[src/core/ovp_regs.svh]
// Purpose: Register offsets, fields, reset values and timing for output protection.
// Assumes: 250 MHz core clock.
// Notes: Cycle counts derive from times; least times round up.
`ifndef OVP_REGS_SVH
`define OVP_REGS_SVH
`define OVP_OFS_LIMIT 16'h0040
`define OVP_OFS_RESP 16'h0041
`define OVP_OFS_FAST_ACT 16'hFE01
`define OVP_OFS_OLP_ACT 16'hFE02
`define OVP_OFS_RISE 16'hFE2F
`define OVP_OFS_FALL 16'hFE30
`define OVP_OFS_DEB 16'hFE31
`define OVP_OFS_HYST 16'hFE50
`define OVP_OFS_STATUS 16'hFE80
`define OVP_ACT_MSB 7
`define OVP_ACT_LSB 6
`define OVP_THR_MSB 6
`define OVP_DEB_MSB 1
`define OVP_ST_ACC 0
`define OVP_ST_FAST 1
`define OVP_ST_OLP 2
`define OVP_RST_LIMIT 16'h07FF
`define OVP_RST_ACT 8'hC0
`define OVP_RST_RISE 8'h7F
`define OVP_RST_FALL 8'h60
`define OVP_RST_BYTE 8'h00
`define OVP_OLP_DIFF 11'h087
`define OVP_CLK_MHZ 250
`define OVP_CLK_HZ 250000000
`define OVP_FAST_HZ 1500
`define OVP_BLANK_NS 10000
`define OVP_OLP_NS 10000
`define OVP_DEB0_NS 120
`define OVP_DEB1_NS 240
`define OVP_DEB2_NS 480
`define OVP_DEB3_NS 640
`define OVP_NS2CYC(ns) ((((ns) * `OVP_CLK_MHZ) + 999) / 1000)
`endif

[src/core/ovp_pkg.sv]
// Purpose: Types shared by the output protection block.
// Assumes: Nothing beyond the register header.
// Notes: Response codes map in a fixed order of our own.
package ovp_pkg;
  typedef enum logic [1:0] {
    ACT_SHUTDOWN = 2'h0,
    ACT_PWM_OFF = 2'h1,
    ACT_SOFT_START = 2'h2,
    ACT_IGNORE = 2'h3
  } ovp_action_type;
  typedef enum logic [1:0] {
    FS_ARMED = 2'h0,
    FS_TRIP_BLANK = 2'h1,
    FS_TRIPPED = 2'h3,
    FS_RESET_BLANK = 2'h2
  } ovp_fast_state_type;
  typedef struct packed {
    logic [15:0] addr;
    logic [15:0] wdata;
    logic wr;
    logic rd;
  } ovp_reg_req_type;
  typedef struct packed {
    logic [10:0] fb;
    logic [10:0] fast;
    logic valid;
  } ovp_sample_type;
  typedef struct packed {
    logic [15:0] limit;
    logic [7:0] resp;
    logic [7:0] fast_act;
    logic [7:0] olp_act;
    logic [7:0] rise;
    logic [7:0] fall;
    logic [7:0] deb;
    logic [7:0] hyst;
  } ovp_regs_type;
  typedef struct packed {
    ovp_regs_type r;
    logic [15:0] rdata;
    logic [31:0] hc_sum;
    logic [19:0] hc_cnt;
    logic [31:0] fl_sum;
    logic [19:0] fl_cnt;
    logic [19:0] fl_div;
    logic [10:0] norm_fb;
    logic norm_vld;
    logic [9:0] fast_fb;
    logic fast_vld;
    logic acc_fault;
    logic acc_flag;
    ovp_fast_state_type fs;
    logic [11:0] fs_cnt;
    logic [7:0] deb_cnt;
    logic fast_flag;
    logic olp_cond;
    logic [11:0] olp_cnt;
    logic olp_flag;
    logic shutdown;
    logic pwm_off;
    logic soft_start;
    logic [6:0] dac;
  } ovp_state_type;
endpackage

[src/core/ovp_top.sv]
// Purpose: Output voltage averaging, accurate and fast overvoltage, open-loop check.
// Assumes: Samples, zero crossings and comparator level are synchronous to REF_CLK.
// Notes: Registers sit on a simple word port at their printed offsets.
// How it works
// - Hand normal loop 11-bit average each half-cycle.
// - Hand fast loop 10-bit average at 1.5 kHz.
// - Zero crossings delimit half-cycle; output sample average.
// - Averaged feedback above limit sets accurate flag.
// - Accurate fault triggers response from its register.
// - Disable-PWM response releases with programmed hysteresis.
// - Fast comparator accepted after selected debounce.
// - Ignore comparator 10 us after threshold switch.
// - Rising and falling thresholds from 7-bit fields.
// - Trip applies action, switches to falling threshold.
// - Fast overvoltage response chosen by 2-bit field.
// - Sense paths differing over 135 codes, about 105 mV, flag fault.
// - Open-loop fault needs 10 us persistence.
// - Open-loop response chosen by 2-bit field.
`include "ovp_regs.svh"
module ovp_top #(
  parameter int FAST_DIV = `OVP_CLK_HZ / `OVP_FAST_HZ
) (
  // Clock and reset
  input wire logic REF_CLK,
  input wire logic RST_N,
  // Register port
  input wire ovp_pkg::ovp_reg_req_type REG_REQ,
  output logic [15:0] REG_RDATA,
  // Sense inputs
  input wire ovp_pkg::ovp_sample_type SAMPLE,
  input wire logic ZERO_CROSS,
  input wire logic FAST_CMP,
  input wire logic POWER_ON_REQUEST,
  // Loop results
  output logic [10:0] NORMAL_FB,
  output logic NORMAL_FB_VALID,
  output logic [9:0] FAST_FB,
  output logic FAST_FB_VALID,
  // Comparator threshold and fault actions
  output logic [6:0] FAST_THRESHOLD,
  output logic SHUTDOWN,
  output logic PWM_DISABLE,
  output logic SOFT_START
);
  import ovp_pkg::*;

  localparam int BLANK_CYC = `OVP_NS2CYC(`OVP_BLANK_NS);
  localparam int OLP_CYC = `OVP_NS2CYC(`OVP_OLP_NS);

  ovp_state_type s_ff, nxt_s;
  logic [10:0] hc_avg, fl_avg, diff, lim;
  logic [7:0] deb_cyc;
  logic [3:0] clr;
  logic fl_tick, acc_evt, fast_evt, olp_evt, trip;
  ovp_action_type resp, fact, oact;
  ovp_action_type nresp, nfact, noact;

  always_comb begin
    nxt_s = s_ff;
    nxt_s.norm_vld = 1'b0;
    nxt_s.fast_vld = 1'b0;
    nxt_s.soft_start = 1'b0;
    acc_evt = 1'b0;
    fast_evt = 1'b0;
    olp_evt = 1'b0;
    trip = 1'b0;
    clr = 4'h0;
    resp = ovp_action_type'(s_ff.r.resp[`OVP_ACT_MSB:`OVP_ACT_LSB]);
    fact = ovp_action_type'(s_ff.r.fast_act[`OVP_ACT_MSB:`OVP_ACT_LSB]);
    oact = ovp_action_type'(s_ff.r.olp_act[`OVP_ACT_MSB:`OVP_ACT_LSB]);
    lim = s_ff.r.limit[10:0];
    hc_avg = (s_ff.hc_cnt != 20'h0) ? 11'(s_ff.hc_sum / 32'(s_ff.hc_cnt)) : 11'h0;
    fl_avg = (s_ff.fl_cnt != 20'h0) ? 11'(s_ff.fl_sum / 32'(s_ff.fl_cnt)) : 11'h0;
    fl_tick = (s_ff.fl_div == 20'(FAST_DIV - 1));
    diff = (SAMPLE.fb > SAMPLE.fast) ? SAMPLE.fb - SAMPLE.fast : SAMPLE.fast - SAMPLE.fb;
    case (s_ff.r.deb[`OVP_DEB_MSB:0])
      2'h0: deb_cyc = 8'(`OVP_NS2CYC(`OVP_DEB0_NS));
      2'h1: deb_cyc = 8'(`OVP_NS2CYC(`OVP_DEB1_NS));
      2'h2: deb_cyc = 8'(`OVP_NS2CYC(`OVP_DEB2_NS));
      default: deb_cyc = 8'(`OVP_NS2CYC(`OVP_DEB3_NS));
    endcase

    if (REG_REQ.wr) begin
      case (REG_REQ.addr)
        `OVP_OFS_LIMIT: nxt_s.r.limit = REG_REQ.wdata;
        `OVP_OFS_RESP: nxt_s.r.resp = REG_REQ.wdata[7:0];
        `OVP_OFS_FAST_ACT: nxt_s.r.fast_act = REG_REQ.wdata[7:0];
        `OVP_OFS_OLP_ACT: nxt_s.r.olp_act = REG_REQ.wdata[7:0];
        `OVP_OFS_RISE: nxt_s.r.rise = REG_REQ.wdata[7:0];
        `OVP_OFS_FALL: nxt_s.r.fall = REG_REQ.wdata[7:0];
        `OVP_OFS_DEB: nxt_s.r.deb = REG_REQ.wdata[7:0];
        `OVP_OFS_HYST: nxt_s.r.hyst = REG_REQ.wdata[7:0];
        `OVP_OFS_STATUS: clr = REG_REQ.wdata[3:0];
        default: clr = 4'h0;
      endcase
    end
    if (REG_REQ.rd) begin
      case (REG_REQ.addr)
        `OVP_OFS_LIMIT: nxt_s.rdata = s_ff.r.limit;
        `OVP_OFS_RESP: nxt_s.rdata = {8'h00, s_ff.r.resp};
        `OVP_OFS_FAST_ACT: nxt_s.rdata = {8'h00, s_ff.r.fast_act};
        `OVP_OFS_OLP_ACT: nxt_s.rdata = {8'h00, s_ff.r.olp_act};
        `OVP_OFS_RISE: nxt_s.rdata = {8'h00, s_ff.r.rise};
        `OVP_OFS_FALL: nxt_s.rdata = {8'h00, s_ff.r.fall};
        `OVP_OFS_DEB: nxt_s.rdata = {8'h00, s_ff.r.deb};
        `OVP_OFS_HYST: nxt_s.rdata = {8'h00, s_ff.r.hyst};
        `OVP_OFS_STATUS: nxt_s.rdata = {12'h000, s_ff.fs == FS_TRIPPED, s_ff.olp_flag, s_ff.fast_flag, s_ff.acc_flag};
        default: nxt_s.rdata = 16'h0000;
      endcase
    end

    // half-cycle window closes on a zero crossing
    if (ZERO_CROSS) begin
      if (s_ff.hc_cnt != 20'h0) begin
        nxt_s.norm_fb = hc_avg;
        nxt_s.norm_vld = 1'b1;
        // hysteresis only with the disable-PWM response
        if (s_ff.acc_fault && resp == ACT_PWM_OFF) begin
          nxt_s.acc_fault = (12'(hc_avg) + 12'(s_ff.r.hyst)) > 12'(lim);
        end else begin
          nxt_s.acc_fault = hc_avg > lim;
        end
        acc_evt = nxt_s.acc_fault && !s_ff.acc_fault;
      end
      nxt_s.hc_sum = 32'h0;
      nxt_s.hc_cnt = 20'h0;
    end
    // fast window at the 1.5 kHz tick
    nxt_s.fl_div = fl_tick ? 20'h0 : s_ff.fl_div + 20'h1;
    if (fl_tick) begin
      if (s_ff.fl_cnt != 20'h0) begin
        nxt_s.fast_fb = fl_avg[10:1];
        nxt_s.fast_vld = 1'b1;
      end
      nxt_s.fl_sum = 32'h0;
      nxt_s.fl_cnt = 20'h0;
    end
    if (SAMPLE.valid) begin
      nxt_s.hc_sum = nxt_s.hc_sum + 32'(SAMPLE.fb);
      nxt_s.hc_cnt = nxt_s.hc_cnt + 20'h1;
      nxt_s.fl_sum = nxt_s.fl_sum + 32'(SAMPLE.fb);
      nxt_s.fl_cnt = nxt_s.fl_cnt + 20'h1;
      nxt_s.olp_cond = diff > `OVP_OLP_DIFF;
    end

    // debounce and blanking count core clock cycles
    nxt_s.deb_cnt = 8'h00;
    nxt_s.fs_cnt = 12'h000;
    case (s_ff.fs)
      FS_ARMED: begin
        if (FAST_CMP) begin
          nxt_s.deb_cnt = s_ff.deb_cnt + 8'h01;
          if (s_ff.deb_cnt == deb_cyc - 8'h01) begin
            // trip moves to the falling threshold
            trip = 1'b1;
            fast_evt = 1'b1;
            nxt_s.deb_cnt = 8'h00;
            nxt_s.fs = (s_ff.r.rise == s_ff.r.fall) ? FS_TRIPPED : FS_TRIP_BLANK;
          end
        end
      end
      FS_TRIP_BLANK: begin
        nxt_s.fs_cnt = s_ff.fs_cnt + 12'h001;
        if (s_ff.fs_cnt == 12'(BLANK_CYC - 1)) begin
          nxt_s.fs = FS_TRIPPED;
          nxt_s.fs_cnt = 12'h000;
        end
      end
      FS_TRIPPED: begin
        if (!FAST_CMP) begin
          nxt_s.deb_cnt = s_ff.deb_cnt + 8'h01;
          if (s_ff.deb_cnt == deb_cyc - 8'h01) begin
            nxt_s.deb_cnt = 8'h00;
            nxt_s.fs = (s_ff.r.rise == s_ff.r.fall) ? FS_ARMED : FS_RESET_BLANK;
          end
        end
      end
      FS_RESET_BLANK: begin
        // blanking after return to rising threshold
        nxt_s.fs_cnt = s_ff.fs_cnt + 12'h001;
        if (s_ff.fs_cnt == 12'(BLANK_CYC - 1)) begin
          nxt_s.fs = FS_ARMED;
          nxt_s.fs_cnt = 12'h000;
        end
      end
      default: nxt_s.fs = FS_ARMED;
    endcase
    // 7-bit thresholds drive the comparator reference
    if (nxt_s.fs == FS_ARMED || nxt_s.fs == FS_RESET_BLANK) begin
      nxt_s.dac = nxt_s.r.rise[`OVP_THR_MSB:0];
    end else begin
      nxt_s.dac = nxt_s.r.fall[`OVP_THR_MSB:0];
    end

    // condition must hold for the whole debounce
    if (s_ff.olp_cond) begin
      if (s_ff.olp_cnt != 12'(OLP_CYC)) begin
        nxt_s.olp_cnt = s_ff.olp_cnt + 12'h001;
      end
      olp_evt = (s_ff.olp_cnt == 12'(OLP_CYC - 1));
    end else begin
      nxt_s.olp_cnt = 12'h000;
    end

    // An event in the clearing cycle keeps its flag set.
    nxt_s.acc_flag = (s_ff.acc_flag && !clr[`OVP_ST_ACC]) || acc_evt;
    nxt_s.fast_flag = (s_ff.fast_flag && !clr[`OVP_ST_FAST]) || fast_evt;
    nxt_s.olp_flag = (s_ff.olp_flag && !clr[`OVP_ST_OLP]) || olp_evt;

    // The PWM-disable level uses next-cycle register values, so a rewritten action and its effect land together.
    nresp = ovp_action_type'(nxt_s.r.resp[`OVP_ACT_MSB:`OVP_ACT_LSB]);
    nfact = ovp_action_type'(nxt_s.r.fast_act[`OVP_ACT_MSB:`OVP_ACT_LSB]);
    noact = ovp_action_type'(nxt_s.r.olp_act[`OVP_ACT_MSB:`OVP_ACT_LSB]);
    nxt_s.pwm_off = (nxt_s.acc_fault && nresp == ACT_PWM_OFF) ||
                    (nxt_s.fast_flag && nfact == ACT_PWM_OFF) ||
                    (nxt_s.olp_flag && noact == ACT_PWM_OFF);
    nxt_s.soft_start = (acc_evt && resp == ACT_SOFT_START) ||
                       (fast_evt && fact == ACT_SOFT_START) ||
                       (olp_evt && oact == ACT_SOFT_START);
    // Shutdown holds until the power-on request, but a new event wins.
    if ((acc_evt && resp == ACT_SHUTDOWN) || (fast_evt && fact == ACT_SHUTDOWN) ||
        (olp_evt && oact == ACT_SHUTDOWN)) begin
      nxt_s.shutdown = 1'b1;
    end else if (POWER_ON_REQUEST) begin
      nxt_s.shutdown = 1'b0;
    end
  end

  always_ff @(posedge REF_CLK) begin
    if (!RST_N) begin
      s_ff <= '0;
      s_ff.r.limit <= `OVP_RST_LIMIT;
      s_ff.r.resp <= `OVP_RST_ACT;
      s_ff.r.fast_act <= `OVP_RST_ACT;
      s_ff.r.olp_act <= `OVP_RST_ACT;
      s_ff.r.rise <= `OVP_RST_RISE;
      s_ff.r.fall <= `OVP_RST_FALL;
      s_ff.r.deb <= `OVP_RST_BYTE;
      s_ff.r.hyst <= `OVP_RST_BYTE;
      s_ff.fs <= FS_ARMED;
      s_ff.dac <= 7'(`OVP_RST_RISE);
    end else begin
      s_ff <= nxt_s;
    end
  end

  assign REG_RDATA = s_ff.rdata;
  assign NORMAL_FB = s_ff.norm_fb;
  assign NORMAL_FB_VALID = s_ff.norm_vld;
  assign FAST_FB = s_ff.fast_fb;
  assign FAST_FB_VALID = s_ff.fast_vld;
  assign FAST_THRESHOLD = s_ff.dac;
  assign SHUTDOWN = s_ff.shutdown;
  assign PWM_DISABLE = s_ff.pwm_off;
  assign SOFT_START = s_ff.soft_start;
endmodule

[config.mk]
export PLATFORM = sky130hd
export DESIGN_NAME = ovp_top
export DESIGN_NICKNAME = d
export VERILOG_FILES = /design/src/core/ovp_pkg.sv /design/src/core/ovp_top.sv
export VERILOG_INCLUDE_DIRS = /design/src /design/src/core
export SDC_FILE = /design/constraint.sdc
export NUM_CORES = 2
export LEC_CHECK = 0
export BUFFER_PORTS_ARGS = -buffer_cell sky130_fd_sc_hd__buf_2
export CORE_MARGIN = 1
export CORE_UTILIZATION = 37
export DETAILED_ROUTE_END_ITERATION = 6
export PLACE_DENSITY_LB_ADDON = 0.15
export REMOVE_ABC_BUFFERS = 1
export SLEW_MARGIN = 20
export SYNTH_ARGS = -nofsm -noshare
export SYNTH_HDL_FRONTEND = slang
export SYNTH_SLANG_ARGS = --single-unit
[constraint.sdc]
create_clock -name REF_CLK -period 95.8 [get_ports REF_CLK]
set_input_delay 19.16 -clock REF_CLK [delete_from_list [all_inputs] [get_ports REF_CLK]]
set_output_delay 19.16 -clock REF_CLK [all_outputs]
set_load 0.05 [all_outputs]
# --- Word level (Yosys, flattened, before mapping) ---
# Index checks and enable logic that the tools add are counted.
word_totals:
  wordCells: 181
  out_inout_bits: 49
  input_bits: 62
  ff_bits: 284
op_classes:
  eq_ne: 28
  add_sub_neg: 12
  n_reduce_logical: 51
  n_div: 2
  order_cmp: 4
  muxes: 47
  bitwise_logic: 1
ops:
  columns: ["op", "n"]
  rows:
  - ["$pmux 16 s9", 1]
  - ["$eq 16x16->1 const B", 7]
  - ["$mux 104", 1]
  - ["$mux 52", 2]
  - ["$mux 8", 10]
  - ["$add 32x11->32", 2]
  - ["$div 32x20->32", 2]
  - ["$add 20x1->20 const B", 3]
  - ["$mux 56", 1]
  - ["$reduce_bool 20->1", 2]
  - ["$eq 16x7->1 const B", 2]
  - ["$mux 14", 2]
  - ["$reduce_and 2->1", 13]
  - ["$add 12x1->12 const B", 2]
  - ["$eq 12x12->1 const B", 2]
  - ["$pmux 12 s2", 1]
  - ["$pmux 8 s3", 1]
  - ["$gt 11x11->1", 2]
  - ["$mux 11", 2]
  - ["$sub 11x11->11", 2]
  - ["$eq 20x18->1 const B", 1]
  - ["$eq 8x8->1", 2]
  - ["$pmux 8 s2", 1]
  - ["$mux 1", 15]
  - ["other kinds (19)", 66]

# --- Depth between registers and ports, before layout ---
depth:
  ltp_word: 14
  depth_mapped: 455
  depth_no_buf: 424

# --- Worst setup path before layout ---
# OpenSTA, ideal clock, no wires.
synth_path:
  path_type: "register to register"
  from: "reg s_ff[151] (netlist bit)"
  to: "reg s_ff, in the netlist PWM_DISABLE"
  required_time_ns: 95.680
  n_path_buf: 42
  setup_time_ns: 0.120
  path_slack_ns: 6.922
  arrival_time_ns: 88.758
  path_stages_with_launch: 432
  synth_period_minus_slack_ns: 88.878
  path_cell_list: "dfxtp_1 > or4_1 > nor3_2 > nand3_1 > nor3_1 > a21oi_1 > ha_1 > o21a_1 > o21ai_0 > nor3_1 > mux2_2 > ha_1 > o211a_1 > a211o_1 > nand4_1 > mux2_2 > ha_1 > o211a_1 > (+396 left out) > nor2_1 > nor2_1 > o21bai_1 > a21oi_1 > o21bai_1 > a21oi_1 > xnor2_1 > ha_1 > nor2b_1 > o21ai_0 > nand2b_1 > a21oi_1 > o21ai_0 > o41ai_1 > nand2_1 > o21ai_0 > nor3_1 > a211o_1"
synth_via:
  elab_chain_len: 12
  word_cells_on_any_way: 14
  classes_between: "1 x add/sub; 1 x div; 2 x order compare; 6 x mux; 4 x reduce/logical"
synth_lines:
  columns: ["item", "line_no", "source"]
  rows:
  - ["from (decl)", "ovp_top.sv:50", "ovp_state_type s_ff, nxt_s;"]
  - ["from (signal assigned)", "ovp_top.sv:243", "s_ff <= nxt_s;"]
  - ["$div 32x20->32 / $reduce_bool 20->1 (equally long branches)", "ovp_top.sv:72", "hc_avg = (s_ff.hc_cnt != 20'h0) ? 11'(s_ff.hc_sum / 32'(s_ff.hc_cnt)) : 11'h0;"]
  - ["$mux 11 (*)", "ovp_top.sv:72", null]
  - ["named net hc_avg[0]", "ovp_top.sv:51", "logic [10:0] hc_avg, fl_avg, diff, lim;"]
  - ["$add 11x8->12", "ovp_top.sv:119", "nxt_s.acc_fault = (12'(hc_avg) + 12'(s_ff.r.hyst)) > 12'(lim);"]
  - ["$gt 12x11->1", "ovp_top.sv:119", null]
  - ["$mux 1 (*)", "ovp_top.sv:118", "if (s_ff.acc_fault && resp == ACT_PWM_OFF) begin"]
  - ["$mux 1 (*)", "ovp_top.sv:114", "if (s_ff.hc_cnt != 20'h0) begin"]
  - ["$mux 1 (*)", "ovp_top.sv:113", "if (ZERO_CROSS) begin"]
  - ["$mux 1 (*)", "ovp_top.sv:114", null]
  - ["$mux 1 (*)", "ovp_top.sv:113", null]
  - ["$logic_and 1x1->1 (*)", "ovp_top.sv:214", "nxt_s.pwm_off = (nxt_s.acc_fault && nresp == ACT_PWM_OFF) ||"]
  - ["$logic_or 1x1->1 (*)", "ovp_top.sv:214", null]
  - ["$logic_or 1x1->1 (*)", "ovp_top.sv:215", "(nxt_s.fast_flag && nfact == ACT_PWM_OFF) ||"]
# The timed path passes the listed nets; every way through them passes the cells marked *. The select of a mux whose other input is x is not followed.
# A chain may end at the register's enable or synchronous reset.

# --- Final worst setup path ---
layout_path:
  from: "reg s_ff[153] (netlist bit)"
  to: "reg s_ff, in the netlist PWM_DISABLE"
# The elaborated chain is that of the path after synthesis.

==> impl_metrics.env <==
export IMPL_status="finished, final reports clean"
export IMPL_max_fclk_ghz=0.01118
export IMPL_die_height_um=407.6
export IMPL_synth_top_area_share_pct=19.96
export IMPL_initial_core_util_pct=37.36
export IMPL_asyncSetResetFlopFracSynth_pct=0
export IMPL_grt_setup_unrepaired="true"
export IMPL_yosysUniqueCellTypes=127
export IMPL_post_route_min_period_ns=89.41
export IMPL_layout_core_utilization_pct=40.52
export IMPL_rr_startpoint="s_ff[153]$_SDFF_PN0_"
export IMPL_crit_type="register to register"
export IMPL_synthesis_area_per_instance_um2=7.268
export IMPL_worst_path_max_fanout=35
export IMPL_clkSlewWorstSetupHoldPaths_ns=0.06
export IMPL_cts_made_buffers=36
export IMPL_syn_to_final_growth_pct=8.474
export IMPL_vias=62780
export IMPL_yosys_cell_count_top_type="sky130_fd_sc_hd__ha_1"
export IMPL_number_of_cells_on_the_worst_hold_path=2
export IMPL_critPathArrivalTime_ns=89.85
export IMPL_holdCritStartpoint="s_ff[225]$_SDFFE_PN0P_"
export IMPL_path_common_cell="sky130_fd_sc_hd__o21a_1"
export IMPL_layout_drive_gt1_share_pct=10.26
export IMPL_critPathLaunchType="register"
export IMPL_grt_pass1_vias=59060
export IMPL_die_area_um2=166200
export IMPL_totalWireLength_um=212800
export IMPL_gp_congestion=0.9326
export IMPL_cp_data_required_time_ns=96.23
export IMPL_timing_hold_worst_class="register to register"
export IMPL_timing_rr_end="PWM_DISABLE$_SDFF_PN0_"
export IMPL_critical_path_slowest_cell="sky130_fd_sc_hd__or4_1"
export IMPL_maxCapViolCount=0
export IMPL_r2r_setup_slack_ns=6.39
export IMPL_worstSetupEndpointType="register"
export IMPL_detail_route_iter0_violations=4542
export IMPL_synthesized_flop_and_latch_total=284
export IMPL_synth_main_ff_cell="sky130_fd_sc_hd__dfxtp_1"
export IMPL_avgViaCountPerCell=5.944
export IMPL_dominant_cells_by_area_after_synthesis="sky130_fd_sc_hd__ha_1 (20%), sky130_fd_sc_hd__dfxtp_1 (9.3%), sky130_fd_sc_hd__nor2_1 (5.5%)"
export IMPL_yosys_top_cells_count="sky130_fd_sc_hd__ha_1 (971), sky130_fd_sc_hd__nor2_1 (896), sky130_fd_sc_hd__nand2_1 (735)"
export IMPL_routedWlPerCell_um=20.15
export IMPL_global_route_total_overflow=0
export IMPL_half_perimeter_wire_length_after_placement_um=167000
export IMPL_ctsLongestPathBuffers=3
export IMPL_clock_latency_ns=0.57
export IMPL_grt_start_max_net_pins=60
export IMPL_core_um2=163000
export IMPL_cts_sink_count=284
export IMPL_synth_edf_count=0
export IMPL_report_final_hold_viol_count=0
export IMPL_ios=111
export IMPL_grt_first_pass_wirelength_um=331800
export IMPL_max_slew_margin_rel_pct=25.57
export IMPL_port_buffer_count=110
export IMPL_grt_total_usage_pct=24.42
export IMPL_synth_yosys_warnings=0
export IMPL_tightest_slew_ns=1.115
export IMPL_clock_tree_htree_level_count=2
export IMPL_route_detailed_drc=0
export IMPL_netlist_top_cell_by_area="sky130_fd_sc_hd__ha_1"
export IMPL_slew_violations=0
export IMPL_fin_worst_skew_ns=0.03646
export IMPL_drt_pre_antenna_iters=6
export IMPL_post_cts_hold_buffer_count=0
export IMPL_timing_final_crit_share_pct=93.33
export IMPL_row_count=148
export IMPL_cts_root_buffer_cell="sky130_fd_sc_hd__clkbuf_16"
export IMPL_syn_cell_area_um2=60880
export IMPL_synthCells=8376
export IMPL_r2r_cells=413
export IMPL_finalSetupViolations=0
export IMPL_die_w_um=407.6
export IMPL_grt_antenna_before_repair=8
export IMPL_design_final_nets=9398
export IMPL_seq_area_frac_synth_pct=9.339
export IMPL_fin_setup_tns_ns=0
export IMPL_cts_tree="yes"
export IMPL_min_delay_worst_endpoint="s_ff[225]$_SDFFE_PN0P_"
export IMPL_critPathMaxStageDelay_ns=0.62
export IMPL_detail_route_antenna_nets=0
-- through the flow --
| step | hold WS, ns | setup slack (ns) | cell area, µm² | instances |
|---|---|---|---|---|
| 6_report | 0.4548 | 6.386 | 66040 | 10560 |
| 3_3_place_gp | 0.4409 | 1.384 | 63730 | 10460 |
| 5_1_grt | 0.4695 | -0.1684 | 66030 | 10560 |
| 4_1_cts | 0.4548 | 0.3054 | 65040 | 10520 |
| 2_1_floorplan | 0.4302 | 6.398 | 59470 | 8055 |
| 3_5_place_dp | 0.4468 | -0.5974 | 63740 | 10460 |
-- worst max path at each step --
stage,start,endpoint,cells after the start,slack (ns)
after global routing,s_ff[153]$_SDFF_PN0_,PWM_DISABLE$_SDFF_PN0_,417,-0.17
after global placement,s_ff[158]$_SDFF_PN0_,PWM_DISABLE$_SDFF_PN0_,412,1.38
final,s_ff[153]$_SDFF_PN0_,PWM_DISABLE$_SDFF_PN0_,413,6.39
after detailed placement,s_ff[158]$_SDFF_PN0_,PWM_DISABLE$_SDFF_PN0_,411,-0.60
after floorplan,s_ff[151]$_SDFF_PN0_,PWM_DISABLE$_SDFF_PN0_,388,6.40
after CTS,s_ff[158]$_SDFF_PN0_,PWM_DISABLE$_SDFF_PN0_,410,0.31
-- metal layers --
metal / routed length (µm) / global-route usage (%)
met1: 101300 / 34.22
met2: 95380 / 40.41
met3: 11910 / 2.399
met4: 4208 / 4.537
met5: 62 / 0
-- flip-flops by register name (all words and copies together), names as in the netlist, 2 cells and up --
name and cells:
s_ff 218, REG_RDATA 16, NORMAL_FB 11, lim 11, FAST_FB 10, FAST_THRESHOLD 7, fact 2, oact 2
resp 2
-- cell families (layout without fill, tap and decap cells) --
| logic type | count (synthesis) | count (layout) | synth area share, % |
|---|---|---|---|
| DFF | 284 | 284 | 9.339 |
| and+or+nand+nor | 3122 | 3124 | 24.62 |
| buffers and inverters | 587 | 591 | 3.952 |
| adders and majority gates | 977 | 977 | 20.14 |
| other | 0 | 2 | 0 |
| xor gates and xnor gates | 528 | 528 | 7.596 |
| AOI/OAI and AO/OA | 2560 | 2562 | 28.63 |
| muxes | 318 | 318 | 5.720 |
-- layout make-up --
type	count	area [µm²]
flip-flops and latches	284	5685
clock inverters	12	244.0
inverters	266	1003
fillers	17110	96920
clock buffers	50	1044
multi-input cells	7509	53590
well taps	2175	2721
diodes	2	5.005
repair buffers	263	1748
-- repair_timing --
action,CTS,global route
pin swaps,0,19
buffers inserted,0,32
setup endpoints to repair,2,9
hold endpoints to repair,0,0
gates cloned,0,4
resized for setup,6,158
-- worst max-delay path: cells and delay by family (launching register included) --
kind / cells / cell delay [ns]
XOR/XNOR: 1 / 0.17
flip-flops: 1 / 0.39
adder cells (fa/ha/maj): 34 / 10.76
multiplexers: 9 / 2.96
buffers and inverters: 19 / 3.75
AND/OR/NAND/NOR: 96 / 18.01
AO/OA/AOI/OAI: 254 / 53.12
-- cells in the final DEF (no fill, tap or decap), types with 52 or more instances in the layout --
| master | n |
|---|---|
| sky130_fd_sc_hd__ha_1 | 971 |
| sky130_fd_sc_hd__nor2_1 | 885 |
| sky130_fd_sc_hd__nand2_1 | 728 |
| sky130_fd_sc_hd__a21oi_1 | 565 |
| sky130_fd_sc_hd__nor3_1 | 429 |
| sky130_fd_sc_hd__o21a_1 | 410 |
| sky130_fd_sc_hd__o21ai_0 | 366 |
| sky130_fd_sc_hd__xnor2_1 | 291 |
| sky130_fd_sc_hd__dfxtp_1 | 284 |
| sky130_fd_sc_hd__inv_1 | 257 |
| sky130_fd_sc_hd__nand3_1 | 253 |
| sky130_fd_sc_hd__a21o_1 | 240 |
| sky130_fd_sc_hd__xor2_1 | 237 |
| sky130_fd_sc_hd__mux2_2 | 228 |
| sky130_fd_sc_hd__o31ai_1 | 194 |
| sky130_fd_sc_hd__buf_4 | 147 |
| sky130_fd_sc_hd__buf_2 | 110 |
| sky130_fd_sc_hd__nand4_1 | 106 |
| sky130_fd_sc_hd__nor2b_1 | 98 |
| sky130_fd_sc_hd__or3_1 | 97 |
| sky130_fd_sc_hd__nand2b_1 | 85 |
| sky130_fd_sc_hd__a31oi_1 | 84 |
| sky130_fd_sc_hd__mux2i_1 | 82 |
| sky130_fd_sc_hd__and2_1 | 80 |
| sky130_fd_sc_hd__o211ai_1 | 70 |
| sky130_fd_sc_hd__and3_1 | 68 |
| sky130_fd_sc_hd__or2_2 | 61 |
| sky130_fd_sc_hd__a211oi_1 | 60 |
| sky130_fd_sc_hd__nor4_1 | 59 |
| sky130_fd_sc_hd__o21bai_1 | 52 |
Power is not shown: default switching activity piles up to over one toggle a cycle in this logic, so the estimate is an artifact.
